`config.mk`:
```
export PLATFORM = sky130hd
export DESIGN_NAME = csp_serial_port
export DESIGN_NICKNAME = d
export VERILOG_FILES = /design/src/csp_pkg.sv /design/src/csp_ctrl_regs.sv /design/src/csp_serial_port.sv
export VERILOG_INCLUDE_DIRS = /design/src
export SDC_FILE = /design/constraint.sdc
export NUM_CORES = 1
export LEC_CHECK = 0
export BUFFER_PORTS_ARGS = -buffer_cell sky130_fd_sc_hd__buf_4
export CELL_PAD_IN_SITES_DETAIL_PLACEMENT = 0
export CELL_PAD_IN_SITES_GLOBAL_PLACEMENT = 1
export CORE_MARGIN = 2
export CORE_UTILIZATION = 40
export DETAILED_ROUTE_END_ITERATION = 7
export HOLD_SLACK_MARGIN = 0.02
export MAX_ROUTING_LAYER = met4
export PLACE_DENSITY = 0.77
export SYNTH_ARGS = -nofsm -noshare
export SYNTH_HDL_FRONTEND = slang
export SYNTH_SLANG_ARGS = --single-unit
```
`constraint.sdc`:
```
create_clock -name mclk -period 2.55 [get_ports mclk]
set_input_delay 0.51 -clock mclk [delete_from_list [all_inputs] [get_ports mclk]]
set_output_delay 0.51 -clock mclk [all_outputs]
set_load 0.02 [all_outputs]
```
`src/csp_params.svh`:
```
// Constants for the codec serial port block: offsets, field positions, reset values, timing.
// Assumes inclusion by bare name from every design file that needs them.
//
// What this block does
// - Mixed mode: top bit of each 16-bit input frame flags sample or control word.
// - Mixed-mode sample: 15 payload bits go to the upper DAC bits, LSB forced zero.
// - Mixed mode is on when mixed and data/program bits of main register are both one.
// - Mixed mode clears the MSB of every ADC sample sent out.
// - Mixed mode may be entered by the first control word, no prior program setup.
// - Digital loop-back copies each ADC sample into the DAC register; serial port keeps working.
// - Digital loop-back clears by control write only in mixed mode, else reset needed.
// - Serial-port loop-back echoes each word and frame sync 16 serial clocks later.
// - Serial-port loop-back clears by control write only in mixed mode, else reset needed.
// - Bit 7 of the analog config register routes DAC output to ADC input.
// - Analog loop-back only while gain tap power bit 1 of power register is zero.
// - Frame syncs high one serial clock before first bit, or during last bit if continuous.
// - Device drives the serial clock, which paces host transmit and receive.
// - A cascade holds at most eight units; dual device counts as two.
// - Output word completes 18 serial clocks after the sampling event.
// - Received data words are counted against the 3-bit cascade count field to load DAC.
// - Write control word with address zero is taken, read ignored; nonzero address decremented and passed on.
// - Program mode treats every received frame as a control word.
// - Hardware or software reset clears all control registers to zero.
`ifndef CSP_PARAMS_SVH
`define CSP_PARAMS_SVH

`define CSP_OFF_CTRL_LAST  8'h1C
`define CSP_OFF_STATUS     8'h20
`define CSP_OFF_ADC        8'h24
`define CSP_OFF_DAC        8'h28

`define CSP_REG_MAIN       3'h0
`define CSP_REG_POWER      3'h2
`define CSP_REG_ANALOG     3'h5

`define CSP_BIT_DP         0
`define CSP_BIT_MM         1
`define CSP_BIT_SLB        2
`define CSP_BIT_DLB        3
`define CSP_DC_HI          6
`define CSP_DC_LO          4
`define CSP_BIT_SWRST      7
`define CSP_BIT_GAINTAP    1
`define CSP_BIT_ALB        7

`define CSP_CW_FLAG        15
`define CSP_CW_READ        14
`define CSP_CW_ADDR_HI     13
`define CSP_CW_ADDR_LO     11

`define CSP_CTRL_RESET     8'h00
`define CSP_WORD_BITS      16
`define CSP_LOOP_SCLKS     16
`define CSP_MCLK_HZ        50000000
`define CSP_SCLK_HZ        6250000
`define CSP_SCLK_HALF      (`CSP_MCLK_HZ / (2 * `CSP_SCLK_HZ))
`define CSP_SAMPLE_SCLKS   256

`endif

```
`src/csp_pkg.sv`:
```
// Types shared by the codec serial port design files.
// Assumes nothing beyond a SystemVerilog compiler.
package csp_pkg;

  typedef enum logic [0:0] {
    RX_IDLE  = 1'b0,
    RX_SHIFT = 1'b1
  } csp_rx_state_type;

  typedef enum logic [1:0] {
    TX_IDLE  = 2'b00,
    TX_SYNC  = 2'b01,
    TX_SHIFT = 2'b10
  } csp_tx_state_type;

endpackage

```
`src/csp_ctrl_regs.sv`:
```
// Small control register store with registered read data.
// Assumes one clock; clr wins over a write in the same cycle.
`timescale 1ns/1ps
`include "csp_params.svh"
module csp_ctrl_regs #(
  parameter int AW = 3,
  parameter int DW = 8
) (
  input  wire logic          clk,
  input  wire logic          clr,
  input  wire logic          we,
  input  wire logic [AW-1:0] waddr,
  input  wire logic [DW-1:0] wdata,
  input  wire logic [AW-1:0] raddr,
  output logic      [DW-1:0] rdata
);
  if (AW < 1 || DW < 8) begin : g_bad
    $error("csp_ctrl_regs: unsupported size");
  end

  logic [DW-1:0] mem_r [2**AW];

  always_ff @(posedge clk) begin
    if (clr) begin
      for (int i = 0; i < 2**AW; i++) begin
        mem_r[i] <= DW'(`CSP_CTRL_RESET);
      end
      rdata <= '0;
    end else begin
      if (we) begin
        mem_r[waddr] <= wdata;
      end
      rdata <= mem_r[raddr];
    end
  end
endmodule

```
`src/csp_serial_port.sv`:
```
// Codec serial port: frame handling, modes, loop-backs, cascade counting, AXI4-Lite view.
// Assumes host pins are asynchronous to mclk; AXI master runs on mclk.
`timescale 1ns/1ps
`include "csp_params.svh"
module csp_serial_port
  import csp_pkg::*;
#(
  parameter int SCLK_HALF    = `CSP_SCLK_HALF,
  parameter int SAMPLE_SCLKS = `CSP_SAMPLE_SCLKS
) (
  input  wire logic        mclk,
  input  wire logic        sys_rst,
  output logic             serialClock,
  input  wire logic        serialDataIn,
  input  wire logic        inputFrameSync,
  output logic             serialDataOut,
  output logic             outputFrameSync,
  output logic [15:0]      dacData,
  output logic             analogLoopbackOn,
  input  wire logic [7:0]  s_axi_awaddr,
  input  wire logic        s_axi_awvalid,
  output logic             s_axi_awready,
  input  wire logic [31:0] s_axi_wdata,
  input  wire logic [3:0]  s_axi_wstrb,
  input  wire logic        s_axi_wvalid,
  output logic             s_axi_wready,
  output logic [1:0]       s_axi_bresp,
  output logic             s_axi_bvalid,
  input  wire logic        s_axi_bready,
  input  wire logic [7:0]  s_axi_araddr,
  input  wire logic        s_axi_arvalid,
  output logic             s_axi_arready,
  output logic [31:0]      s_axi_rdata,
  output logic [1:0]       s_axi_rresp,
  output logic             s_axi_rvalid,
  input  wire logic        s_axi_rready
);
  if (SCLK_HALF < 2 || SCLK_HALF > 256 || SAMPLE_SCLKS < 34 || SAMPLE_SCLKS > 65536) begin : g_bad
    $error("csp_serial_port: unsupported divider settings");
  end

  // Serial clock: divided from mclk, so pins are sampled at known edges
  logic [7:0] halfCnt_r;
  logic       sclk_r;
  wire        halfEnd = (halfCnt_r == 8'(SCLK_HALF - 1));
  wire        riseEn  = halfEnd && !sclk_r;
  wire        fallEn  = halfEnd && sclk_r;

  always_ff @(posedge mclk) begin
    if (sys_rst) begin
      halfCnt_r <= 8'h00;
      sclk_r    <= 1'b0;
    end else begin
      halfCnt_r <= halfEnd ? 8'h00 : halfCnt_r + 8'h01;
      if (halfEnd) begin
        sclk_r <= !sclk_r;
      end
    end
  end
  assign serialClock = sclk_r;

  logic [1:0] sdiSync_r;
  logic [1:0] ifsSync_r;
  always_ff @(posedge mclk) begin
    if (sys_rst) begin
      sdiSync_r <= 2'b00;
      ifsSync_r <= 2'b00;
    end else begin
      sdiSync_r <= {sdiSync_r[0], serialDataIn};
      ifsSync_r <= {ifsSync_r[0], inputFrameSync};
    end
  end
  wire sdiBit = sdiSync_r[1];
  wire ifsBit = ifsSync_r[1];

  // Control state
  logic [7:0] ctrlMain_r;
  logic [7:0] ctrlPower_r;
  logic [7:0] ctrlAnalog_r;
  wire        dataSel    = ctrlMain_r[`CSP_BIT_DP];
  wire        mixedSel   = dataSel && ctrlMain_r[`CSP_BIT_MM];
  wire        slbOn      = ctrlMain_r[`CSP_BIT_SLB];
  wire        dlbOn      = ctrlMain_r[`CSP_BIT_DLB];
  wire [2:0]  cascadeCnt = ctrlMain_r[`CSP_DC_HI:`CSP_DC_LO];

  // Receiver
  csp_rx_state_type rxState_r;
  logic [15:0]      rxSr_r;
  logic [3:0]       rxBit_r;
  logic             rxDone_r;
  logic [15:0]      rxWord_r;

  always_ff @(posedge mclk) begin
    if (sys_rst) begin
      rxState_r <= RX_IDLE;
      rxSr_r    <= 16'h0000;
      rxBit_r   <= 4'h0;
      rxDone_r  <= 1'b0;
      rxWord_r  <= 16'h0000;
    end else begin
      rxDone_r <= 1'b0;
      if (fallEn) begin
        unique case (rxState_r)
          RX_IDLE: begin
            if (ifsBit) begin
              rxState_r <= RX_SHIFT;
              rxBit_r   <= 4'h0;
            end
          end
          RX_SHIFT: begin
            rxSr_r  <= {rxSr_r[14:0], sdiBit};
            rxBit_r <= rxBit_r + 4'h1;
            if (rxBit_r == 4'hF) begin
              rxDone_r <= 1'b1;
              rxWord_r <= {rxSr_r[14:0], sdiBit};
              // Sync during the last bit chains the next word directly
              if (!ifsBit) begin
                rxState_r <= RX_IDLE;
              end
            end
          end
        endcase
      end
    end
  end

  // Word decode
  wire       isCtrl   = !dataSel || (mixedSel && rxWord_r[`CSP_CW_FLAG]);
  wire [2:0] cwAddr   = rxWord_r[`CSP_CW_ADDR_HI:`CSP_CW_ADDR_LO];
  wire [2:0] cwReg    = rxWord_r[10:8];
  wire [7:0] cwData   = rxWord_r[7:0];
  wire       ctrlHere = rxDone_r && isCtrl && (cwAddr == 3'h0) && !rxWord_r[`CSP_CW_READ];
  wire       ctrlPass = rxDone_r && isCtrl && (cwAddr != 3'h0);
  wire       dataWord = rxDone_r && !isCtrl;
  wire       swReset  = ctrlHere && (cwReg == `CSP_REG_MAIN) && cwData[`CSP_BIT_SWRST];
  wire       regClr   = sys_rst || swReset;

  // Loop-back modes stay latched unless mixed mode is running
  function automatic logic [7:0] keepSticky(input logic [7:0] cur, input logic [7:0] nw);
    keepSticky = nw;
    if (!(cur[`CSP_BIT_DP] && cur[`CSP_BIT_MM])) begin
      keepSticky[`CSP_BIT_DLB] = nw[`CSP_BIT_DLB] | cur[`CSP_BIT_DLB];
      keepSticky[`CSP_BIT_SLB] = nw[`CSP_BIT_SLB] | cur[`CSP_BIT_SLB];
    end
  endfunction

  wire [7:0] ctrlWdata = (cwReg == `CSP_REG_MAIN) ? keepSticky(ctrlMain_r, cwData) : cwData;

  always_ff @(posedge mclk) begin
    if (regClr) begin
      ctrlMain_r   <= `CSP_CTRL_RESET;
      ctrlPower_r  <= `CSP_CTRL_RESET;
      ctrlAnalog_r <= `CSP_CTRL_RESET;
    end else if (ctrlHere) begin
      case (cwReg)
        `CSP_REG_MAIN:   ctrlMain_r   <= ctrlWdata;
        `CSP_REG_POWER:  ctrlPower_r  <= ctrlWdata;
        `CSP_REG_ANALOG: ctrlAnalog_r <= ctrlWdata;
        default: ;
      endcase
    end
  end

  logic analogLoop_r;
  always_ff @(posedge mclk) begin
    if (sys_rst) begin
      analogLoop_r <= 1'b0;
    end else begin
      analogLoop_r <= ctrlAnalog_r[`CSP_BIT_ALB] && !ctrlPower_r[`CSP_BIT_GAINTAP];
    end
  end
  assign analogLoopbackOn = analogLoop_r;

  // Sample timer and transmit arbitration
  logic [15:0] sampleCnt_r;
  logic        sampleDue_r;
  logic [15:0] adcSample_r;
  logic        passPend_r;
  logic [15:0] passWord_r;
  csp_tx_state_type txState_r;
  logic [15:0] txSr_r;
  logic [3:0]  txBit_r;
  logic        outFs_r;
  logic        outData_r;

  wire        sampleTick   = riseEn && (sampleCnt_r == 16'(SAMPLE_SCLKS - 1));
  wire        txJob        = sampleDue_r || passPend_r;
  wire        txFree       = (txState_r == TX_IDLE) || (txState_r == TX_SHIFT && txBit_r == 4'hF);
  wire        txLaunch     = riseEn && txFree && txJob && !slbOn;
  wire        sampleLaunch = txLaunch && sampleDue_r;
  wire        passTake     = txLaunch && !sampleDue_r;
  wire [15:0] adcWord      = mixedSel ? {1'b0, adcSample_r[14:0]} : adcSample_r;
  wire [15:0] txWordSel    = sampleDue_r ? adcWord : passWord_r;

  always_ff @(posedge mclk) begin
    if (sys_rst) begin
      sampleCnt_r <= 16'h0000;
      sampleDue_r <= 1'b0;
    end else begin
      if (riseEn) begin
        sampleCnt_r <= sampleTick ? 16'h0000 : sampleCnt_r + 16'h0001;
      end
      if (sampleTick) begin
        sampleDue_r <= 1'b1;
      end else if (sampleLaunch) begin
        sampleDue_r <= 1'b0;
      end
    end
  end

  // One pass-on slot; a second pass word before launch overwrites the first
  always_ff @(posedge mclk) begin
    if (sys_rst) begin
      passPend_r <= 1'b0;
      passWord_r <= 16'h0000;
    end else if (ctrlPass) begin
      passPend_r <= 1'b1;
      passWord_r <= {rxWord_r[15:14], cwAddr - 3'h1, rxWord_r[10:0]};
    end else if (passTake) begin
      passPend_r <= 1'b0;
    end
  end

  // Serial-port loop-back delay line
  logic [`CSP_LOOP_SCLKS-1:0] slbFs_r;
  logic [`CSP_LOOP_SCLKS-1:0] slbDat_r;
  always_ff @(posedge mclk) begin
    if (sys_rst) begin
      slbFs_r  <= '0;
      slbDat_r <= '0;
    end else if (fallEn) begin
      slbFs_r  <= {slbFs_r[`CSP_LOOP_SCLKS-2:0], ifsBit};
      slbDat_r <= {slbDat_r[`CSP_LOOP_SCLKS-2:0], sdiBit};
    end
  end

  // Transmitter: outputs change at serial clock rise, host samples at fall
  always_ff @(posedge mclk) begin
    if (sys_rst) begin
      txState_r <= TX_IDLE;
      txSr_r    <= 16'h0000;
      txBit_r   <= 4'h0;
      outFs_r   <= 1'b0;
      outData_r <= 1'b0;
    end else if (riseEn) begin
      if (slbOn) begin
        outFs_r   <= slbFs_r[`CSP_LOOP_SCLKS-1];
        outData_r <= slbDat_r[`CSP_LOOP_SCLKS-1];
        txState_r <= TX_IDLE;
      end else begin
        unique case (txState_r)
          TX_IDLE: begin
            outData_r <= 1'b0;
            outFs_r   <= txLaunch;
            if (txLaunch) begin
              txSr_r    <= txWordSel;
              txState_r <= TX_SYNC;
            end
          end
          TX_SYNC: begin
            outFs_r   <= 1'b0;
            outData_r <= txSr_r[15];
            txSr_r    <= {txSr_r[14:0], 1'b0};
            txBit_r   <= 4'h1;
            txState_r <= TX_SHIFT;
          end
          TX_SHIFT: begin
            outData_r <= txSr_r[15];
            txSr_r    <= {txSr_r[14:0], 1'b0};
            txBit_r   <= txBit_r + 4'h1;
            outFs_r   <= 1'b0;
            if (txBit_r == 4'hF) begin
              if (txLaunch) begin
                outFs_r   <= 1'b1;
                txSr_r    <= txWordSel;
                txState_r <= TX_SYNC;
              end else begin
                txState_r <= TX_IDLE;
              end
            end
          end
          default: txState_r <= TX_IDLE;
        endcase
      end
    end
  end
  assign serialDataOut   = outData_r;
  assign outputFrameSync = outFs_r;

  // Cascade frame counting and DAC load
  logic [2:0]  frameCnt_r;
  logic [15:0] dac_r;
  always_ff @(posedge mclk) begin
    if (regClr) begin
      frameCnt_r <= 3'h0;
    end else if (dataWord) begin
      frameCnt_r <= (frameCnt_r == cascadeCnt) ? 3'h0 : frameCnt_r + 3'h1;
    end
  end

  always_ff @(posedge mclk) begin
    if (regClr) begin
      dac_r <= 16'h0000;
    end else if (dlbOn) begin
      if (sampleLaunch) begin
        dac_r <= adcSample_r;
      end
    end else if (dataWord && frameCnt_r == cascadeCnt) begin
      dac_r <= mixedSel ? {rxWord_r[14:0], 1'b0} : rxWord_r;
    end
  end
  assign dacData = dac_r;

  // AXI4-Lite slave
  logic [7:0] memRd;
  csp_ctrl_regs #(.AW(3), .DW(8)) u_regs (
    .clk   (mclk),
    .clr   (regClr),
    .we    (ctrlHere),
    .waddr (cwReg),
    .wdata (ctrlWdata),
    .raddr (s_axi_araddr[4:2]),
    .rdata (memRd)
  );

  function automatic logic [1:0] respFor(input logic [7:0] a);
    respFor = (a <= `CSP_OFF_DAC && a[1:0] == 2'b00) ? 2'b00 : 2'b10;
  endfunction

  logic       awReady_r;
  logic       wReady_r;
  logic       awHave_r;
  logic       wHave_r;
  logic [7:0] awAddr_r;
  logic [31:0] wData_r;
  logic [3:0] wStrb_r;
  logic       bValid_r;
  logic [1:0] bResp_r;

  always_ff @(posedge mclk) begin
    if (sys_rst) begin
      awReady_r   <= 1'b1;
      wReady_r    <= 1'b1;
      awHave_r    <= 1'b0;
      wHave_r     <= 1'b0;
      awAddr_r    <= 8'h00;
      wData_r     <= 32'h0000_0000;
      wStrb_r     <= 4'h0;
      bValid_r    <= 1'b0;
      bResp_r     <= 2'b00;
      adcSample_r <= 16'h0000;
    end else begin
      if (s_axi_awvalid && awReady_r) begin
        awAddr_r  <= s_axi_awaddr;
        awHave_r  <= 1'b1;
        awReady_r <= 1'b0;
      end
      if (s_axi_wvalid && wReady_r) begin
        wData_r  <= s_axi_wdata;
        wStrb_r  <= s_axi_wstrb;
        wHave_r  <= 1'b1;
        wReady_r <= 1'b0;
      end
      if (awHave_r && wHave_r && !bValid_r) begin
        bValid_r <= 1'b1;
        bResp_r  <= respFor(awAddr_r);
        if (awAddr_r == `CSP_OFF_ADC) begin
          if (wStrb_r[0]) adcSample_r[7:0]  <= wData_r[7:0];
          if (wStrb_r[1]) adcSample_r[15:8] <= wData_r[15:8];
        end
      end
      if (bValid_r && s_axi_bready) begin
        bValid_r  <= 1'b0;
        awHave_r  <= 1'b0;
        wHave_r   <= 1'b0;
        awReady_r <= 1'b1;
        wReady_r  <= 1'b1;
      end
    end
  end
  assign s_axi_awready = awReady_r;
  assign s_axi_wready  = wReady_r;
  assign s_axi_bvalid  = bValid_r;
  assign s_axi_bresp   = bResp_r;

  logic       arReady_r;
  logic       rPhase_r;
  logic [7:0] rdAddr_r;
  logic       rValid_r;
  logic [31:0] rData_r;
  logic [1:0] rResp_r;

  always_ff @(posedge mclk) begin
    if (sys_rst) begin
      arReady_r <= 1'b1;
      rPhase_r  <= 1'b0;
      rdAddr_r  <= 8'h00;
      rValid_r  <= 1'b0;
      rData_r   <= 32'h0000_0000;
      rResp_r   <= 2'b00;
    end else begin
      rPhase_r <= 1'b0;
      if (s_axi_arvalid && arReady_r) begin
        arReady_r <= 1'b0;
        rdAddr_r  <= s_axi_araddr;
        rPhase_r  <= 1'b1;
      end
      if (rPhase_r) begin
        rValid_r <= 1'b1;
        rResp_r  <= respFor(rdAddr_r);
        if (respFor(rdAddr_r) != 2'b00) begin
          rData_r <= 32'h0000_0000;
        end else if (rdAddr_r <= `CSP_OFF_CTRL_LAST) begin
          rData_r <= {24'h000000, memRd};
        end else if (rdAddr_r == `CSP_OFF_STATUS) begin
          rData_r <= {24'h000000, frameCnt_r, analogLoop_r, dlbOn, slbOn, mixedSel, dataSel};
        end else if (rdAddr_r == `CSP_OFF_ADC) begin
          rData_r <= {16'h0000, adcSample_r};
        end else begin
          rData_r <= {16'h0000, dac_r};
        end
      end
      if (rValid_r && s_axi_rready) begin
        rValid_r  <= 1'b0;
        arReady_r <= 1'b1;
      end
    end
  end
  assign s_axi_arready = arReady_r;
  assign s_axi_rvalid  = rValid_r;
  assign s_axi_rdata   = rData_r;
  assign s_axi_rresp   = rResp_r;
endmodule

```
After elaboration in Yosys (flattened, before gate mapping):

Memory sizes are Yosys's and may differ from the RTL's. A register that Yosys moved wholly into a read port is not among the register bits.
Index checks and enable logic that the tools add are counted.

* magnitude comparators: 3
* reduce and logical (&&, ||, !) cells: 75
* multiplexer cells: 51
* $add $sub $neg: 6
* bitwise gates (word level): 5
* equality and inequality tests: 17

Operator list (number)
* $mux 16: 14
* $pmux 16 s3: 1
* $logic_and 1x1->1: 29
* $eq 8x6->1 const B: 3
* $mux 1: 19
* $add 16x1->16 const B: 1
* $eq 16x8->1 const B: 1
* $le 8x6->1 const B: 2
* $pmux 4 s2: 2
* $reduce_and 2->1: 8
* $reduce_and 3->1: 5
* $mux 2: 6
* $reduce_bool 2->1: 5
* $reduce_bool 3->1: 3
* $add 4x1->4 const B: 2
* $add 8x1->8 const B: 1
* $eq 4x4->1 const B: 2
* $eq 8x2->1 const B: 1
* $le 8x5->1 const B: 1
* $logic_not 1->1: 8
* $mux 4: 2
* $mux 8: 1
* $reduce_or 2->1: 4
* $reduce_or 8->1: 1
* 23 further kinds: 35

* output and inout port bits: 61
* input bits: 61
* memory bits (writable): 64
* register bits: 271
* memories kept: 1
* logic and storage cells: 201

Memory list
* u_regs.mem_r: depth 8, width 8, rd ports 1, clocked after memory_dff 1, wr ports 8, RTL line csp_ctrl_regs.sv:21 `logic [DW-1:0] mem_r [2**AW];`

Depth between registers and ports, before layout:

* word-level depth: 13
* depth in mapped cells: 8
* mapped depth without buffers: 6

Cells and area by module:

A second synthesis with hierarchy kept.

* cells, all modules: 1408
* area total of the unflattened synthesis: 13455.4 um^2

By module, submodules not included
* csp_serial_port: area an instance 10297.4 um^2, instances 1, cells an instance 1213, sequential area each 4904.7 um^2
* csp_ctrl_regs: area an instance 3158.0 um^2, instances 1, cells an instance 195, sequential area each 2082.0 um^2

Worst setup path after synthesis:

Ideal clock, no wire load.

* path kind: register to register
* from: register halfCnt_r[0]
* to: register txSr_r[14]
* library setup time: 0.079 ns
* period minus slack after synthesis: 2.353 ns
* arrival: 2.274 ns
* stages on the path, launching flop included: 8
* data required time: 2.471 ns
* slack: 0.197 ns
* buffers on the path: 2
* cells stage by stage: dfxtp_1 -> ha_1 -> or3b_1 -> nor4_4 -> or4b_1 -> buf_2 -> buf_6 -> o221ai_2

* word-level cells in the longest chain between the ends: 8
* elaborated cells on any way between the ends: 10
* classes of those cells: eq/ne: 2; mux: 3; reduce/logical: 5

RTL lines
* start, declared: RTL line csp_serial_port.sv:43 `logic [7:0] halfCnt_r;`
* start signal, assigned: RTL line csp_serial_port.sv:54 `halfCnt_r <= halfEnd ? 8'h00 : halfCnt_r + 8'h01;`
* $eq 8x2->1 (*): RTL line csp_serial_port.sv:45 `wire halfEnd = (halfCnt_r == 8'(SCLK_HALF - 1));`
* $logic_and 1x1->1 (*): RTL line csp_serial_port.sv:46 `wire riseEn = halfEnd && !sclk_r;`
* $logic_and 1x1->1 (3 in series): RTL line csp_serial_port.sv:189 `wire txLaunch = riseEn && txFree && txJob && !slbOn;`
* $mux 16: RTL line csp_serial_port.sv:273 `if (txLaunch) begin`
* $mux 16: RTL line csp_serial_port.sv:272 `if (txBit_r == 4'hF) begin`
* $pmux 16 s3: RTL line csp_serial_port.sv:251 `unique case (txState_r)`
* end signal, assigned: RTL line csp_serial_port.sv:256 `txSr_r <= txWordSel;`
* end signal, assigned: RTL line csp_serial_port.sv:269 `txSr_r <= {txSr_r[14:0], 1'b0};`
* end signal, assigned: RTL line csp_serial_port.sv:275 `txSr_r <= txWordSel;`
* end, declared: RTL line csp_serial_port.sv:181 `logic [15:0] txSr_r;`

Mark *: on every way between the ends. The rest lies on a longest branch, timed or not.
A chain may end at the register's enable or synchronous reset.

Worst setup path after layout:

* from: register halfCnt_r[0]
* to: register txSr_r[2]

Same word-level chain as after synthesis.

==> metrics.md <==
| Metric | Value |
|---|---|
| Reg2Reg Depth | `6` |
| Fmax | `0.428 GHz` |
| Cts hold-fix bufs | `0` |
| Initial Util | `40.9%` |
| Worst-skew pair later-pin latency | `between 0.5 and 0.6 ns` |
| Layout area overhead | `17.1%` |
| Inserted Diodes | `0` |
| Synthesized area | `13800 um^2` |
| Cell Rows | `67` |
| R2R Path Start | `halfCnt_r[0]` |
| Worst setup EP type | `flip-flop` |
| CTS Buf Count | `36` |
| Number of flip-flops in the largest register | `64` |
| Worst setup margin | `0.211 ns` |
| Nets | `1597` |
| Cells after synthesis | `around 1400` |
| Internal Power | `8.42 mW` |
| Critical path arrival | `2.77 ns` |
| RSZ-0062 raised after global routing | `false` |
| First-pass GRT wire length | `53.0 mm` |
| Total number of vias | `~11000` |
| Hpwl dp | `~23 mm` |
| Via density | `5.27` |
| Commonest non-fill, non-tap cell in the layout | `dfxtp_1` |
| WHS Path Cells | `2` |
| Area share of the largest cell type after synthesis | `between 30% and 40%` |
| Synth top area cells | `dfxtp_1, edfxtp_1, nand2_1` |
| Worst Max-Slew Pin Slew | `0.775 ns` |
| Slew HR | `48.2%` |
| Pre-CTS setup slack | `approximately 0.23 ns` |
| Antenna viol nets, final | `0` |
| Global route overflow | `0` |
| Final Max Tran Viols | `0` |
| Sw Share | `~22%` |
| Routability cong. | `0.846` |
| Post-synth EDFFs | `64` |
| Main synth FF type | `dfxtp_1` |
| Worst r2r dst | `txSr_r[2]` |
| # resized after CTS | `0` |
| Vias in the first global route | `9906` |
| Worst VDD drop | `418 uV` |
| Worst hold path class | `in -> reg` |
| Drt drc | `0` |
| Part of the cycle the worst path needs | `91.7%` |
| WL/cell | `16.5 um` |
| Status | `finished, final reports clean` |
| Die Area | `36000 um^2` |
| Post-synthesis sequential area ratio | `50.7%` |
| Largest net degree at the start of global routing | `115` |
| #FFs+latches synth | `317` |
| P_sw | `2.36 mW` |
| Hold Path Sink | `s_axi_wready` |
| Initial antenna violation count | `0` |
| Clk_skew | `roughly 0.018 ns` |
| Max Root-Sink Buffers | `3` |
| Unique masters post-synth | `72` |
| Width of the die | `190 um` |
| Detailed Route Iter0 Violations | `678` |
| Post-CTS Setup Inserts | `0` |
| Final hold vios | `0` |
| R2R Setup Slk | `0.21 ns` |
| Final min period | `2.34 ns` |
| Port Buf Inserts | `85` |
| CP Class | `reg -> reg` |
| Startpoint Class | `flip-flop` |
| Clock share of power | `about 47%` |
| TNS Setup | `0 ns` |
| Htree depth | `2` |
| CORE AREA | `33700 um^2` |
| Clock root buffer | `clkbuf_16` |
| Gr usage total | `18.8%` |
| Biggest register | `u_regs.mem_r` |
| Total Power | `10.8 mW` |
| Max_cap viols | `0` |
| Comb pwr share | `4.5%` |
| Ys async rst share | `0%` |
| Fill cells | `3148` |
| Util after Layout | `47.9%` |
| CP Max Fanout | `15` |
| I/O pin cnt | `122` |
| Sink Count | `317` |
| Worst-path clk slew | `0.06 ns` |
| Yosys warnings | `0` |
| Share of layout cells above drive strength 1 | `16.6%` |
| Min-delay src | `s_axi_wvalid` |
| Share of power burned in registers | `49.0%` |
| DRT Pass-1 Iters | `5` |
| Synthesized area per cell | `between 9 and 10 um^2` |
| Total routed wirelength | `around 33 mm` |
| Power Density | `around 670 nW/um^2` |
| Most frequent cells in the layout | `dfxtp_1, nand2_1, buf_4, a21oi_1, nor2_1` |
| Final setup fails | `0` |
| Worst Path Required | `2.98 ns` |
| Post-synth top area cell | `dfxtp_1` |
| Leak pwr | `6.04 nW` |
| CTS tree | `built` |
| Die Ht | `190 um` |
==> area by class of cell <==
type	count	area, um^2	share of cell area, %
Clock buffer	49	1030	6.38
Tap cell	448	561	3.47
Sequential cell	317	6990	43.3
Timing Repair Buffer	139	1080	6.70
Multi-Input combinational cell	991	6220	38.5
Inverter	39	146	0.907
Clock inverter	11	120	0.744
==> worst max-delay path, stage by stage, from the launching register on <==
cell and delay [ns]:
dfxtp_1 0.38, ha_1 0.20, or3b_1 0.49, nor4_4 0.30, or4b_1 0.48, buf_4 0.23, o221ai_1 0.19
==> worst max-delay path by stage <==
stage                       startpoint          end  slack (ns)  cells past startpoint
after global routing      halfCnt_r[0]  dacData[11]        0.07                      7
after detailed placement  halfCnt_r[0]    txSr_r[1]        0.23                      6
after CTS                 halfCnt_r[0]    txSr_r[2]        0.22                      6
final                     halfCnt_r[0]    txSr_r[2]        0.21                      6
after floorplan           halfCnt_r[0]   txSr_r[14]        0.20                      7
after global placement    halfCnt_r[0]    txSr_r[2]        0.25                      6
==> metal layers <==
metal  GRT usage, %  up-vias  share of wire, %
li1               -     5199                 -
met1           25.4     5046                48
met2           29.9      219                47
met3           2.42       51               3.8
met4           4.86        0               2.0
met5              -        -                 0
==> cells by family (layout without fill, tap and decap cells) <==
group | Yosys count | count (layout) | share of synthesized area [%]
adder cells (fa/ha/maj) | 12 | 12 | 1.09
flip-flops | 317 | 317 | 50.7
XOR/XNOR | 16 | 16 | 1.02
AO/OA/AOI/OAI | 249 | 249 | 11.7
AND/OR/NAND/NOR | 572 | 572 | 20.1
multiplexers | 123 | 123 | 10.6
buffers and inverters | 149 | 238 | 4.77
other | 1 | 19 | 0.0272
==> power by group through the flow <==
stage | Sequential (mW) | Clock [mW] | Combinational [mW]
after global placement | 5.38 | 0 | 0.485
after detailed placement | 5.39 | 0 | 0.490
after CTS | 5.28 | 5.13 | 0.492
after floorplan | 5.37 | 0 | 0.340
after global routing | 5.29 | 5.33 | 0.536
final | 5.28 | 5.01 | 0.486
==> cells in the mapped netlist, types with 19 or more instances <==
| master | instances |
|---|---|
| inv_1 | 39 |
| mux2_2 | 19 |
| dfxtp_1 | 253 |
| mux2i_1 | 88 |
| a21oi_1 | 123 |
| nand3_1 | 41 |
| nor2_1 | 92 |
| edfxtp_1 | 64 |
| nand2b_1 | 23 |
| clkbuf_1 | 77 |
| o21ai_0 | 28 |
| o211ai_1 | 20 |
| and2_1 | 41 |
| nand2_1 | 252 |
==> through the flow <==
stage	cells	area, um^2	hold WS [ns]
floorplan	1457	13900	0.414
global placement	1934	15000	0.421
detailed placement	1934	15000	0.424
CTS	1994	16100	0.178
global route	1994	16100	0.197
finish	1994	16100	0.196
Note: power is estimated with default switching activity, not from simulation.
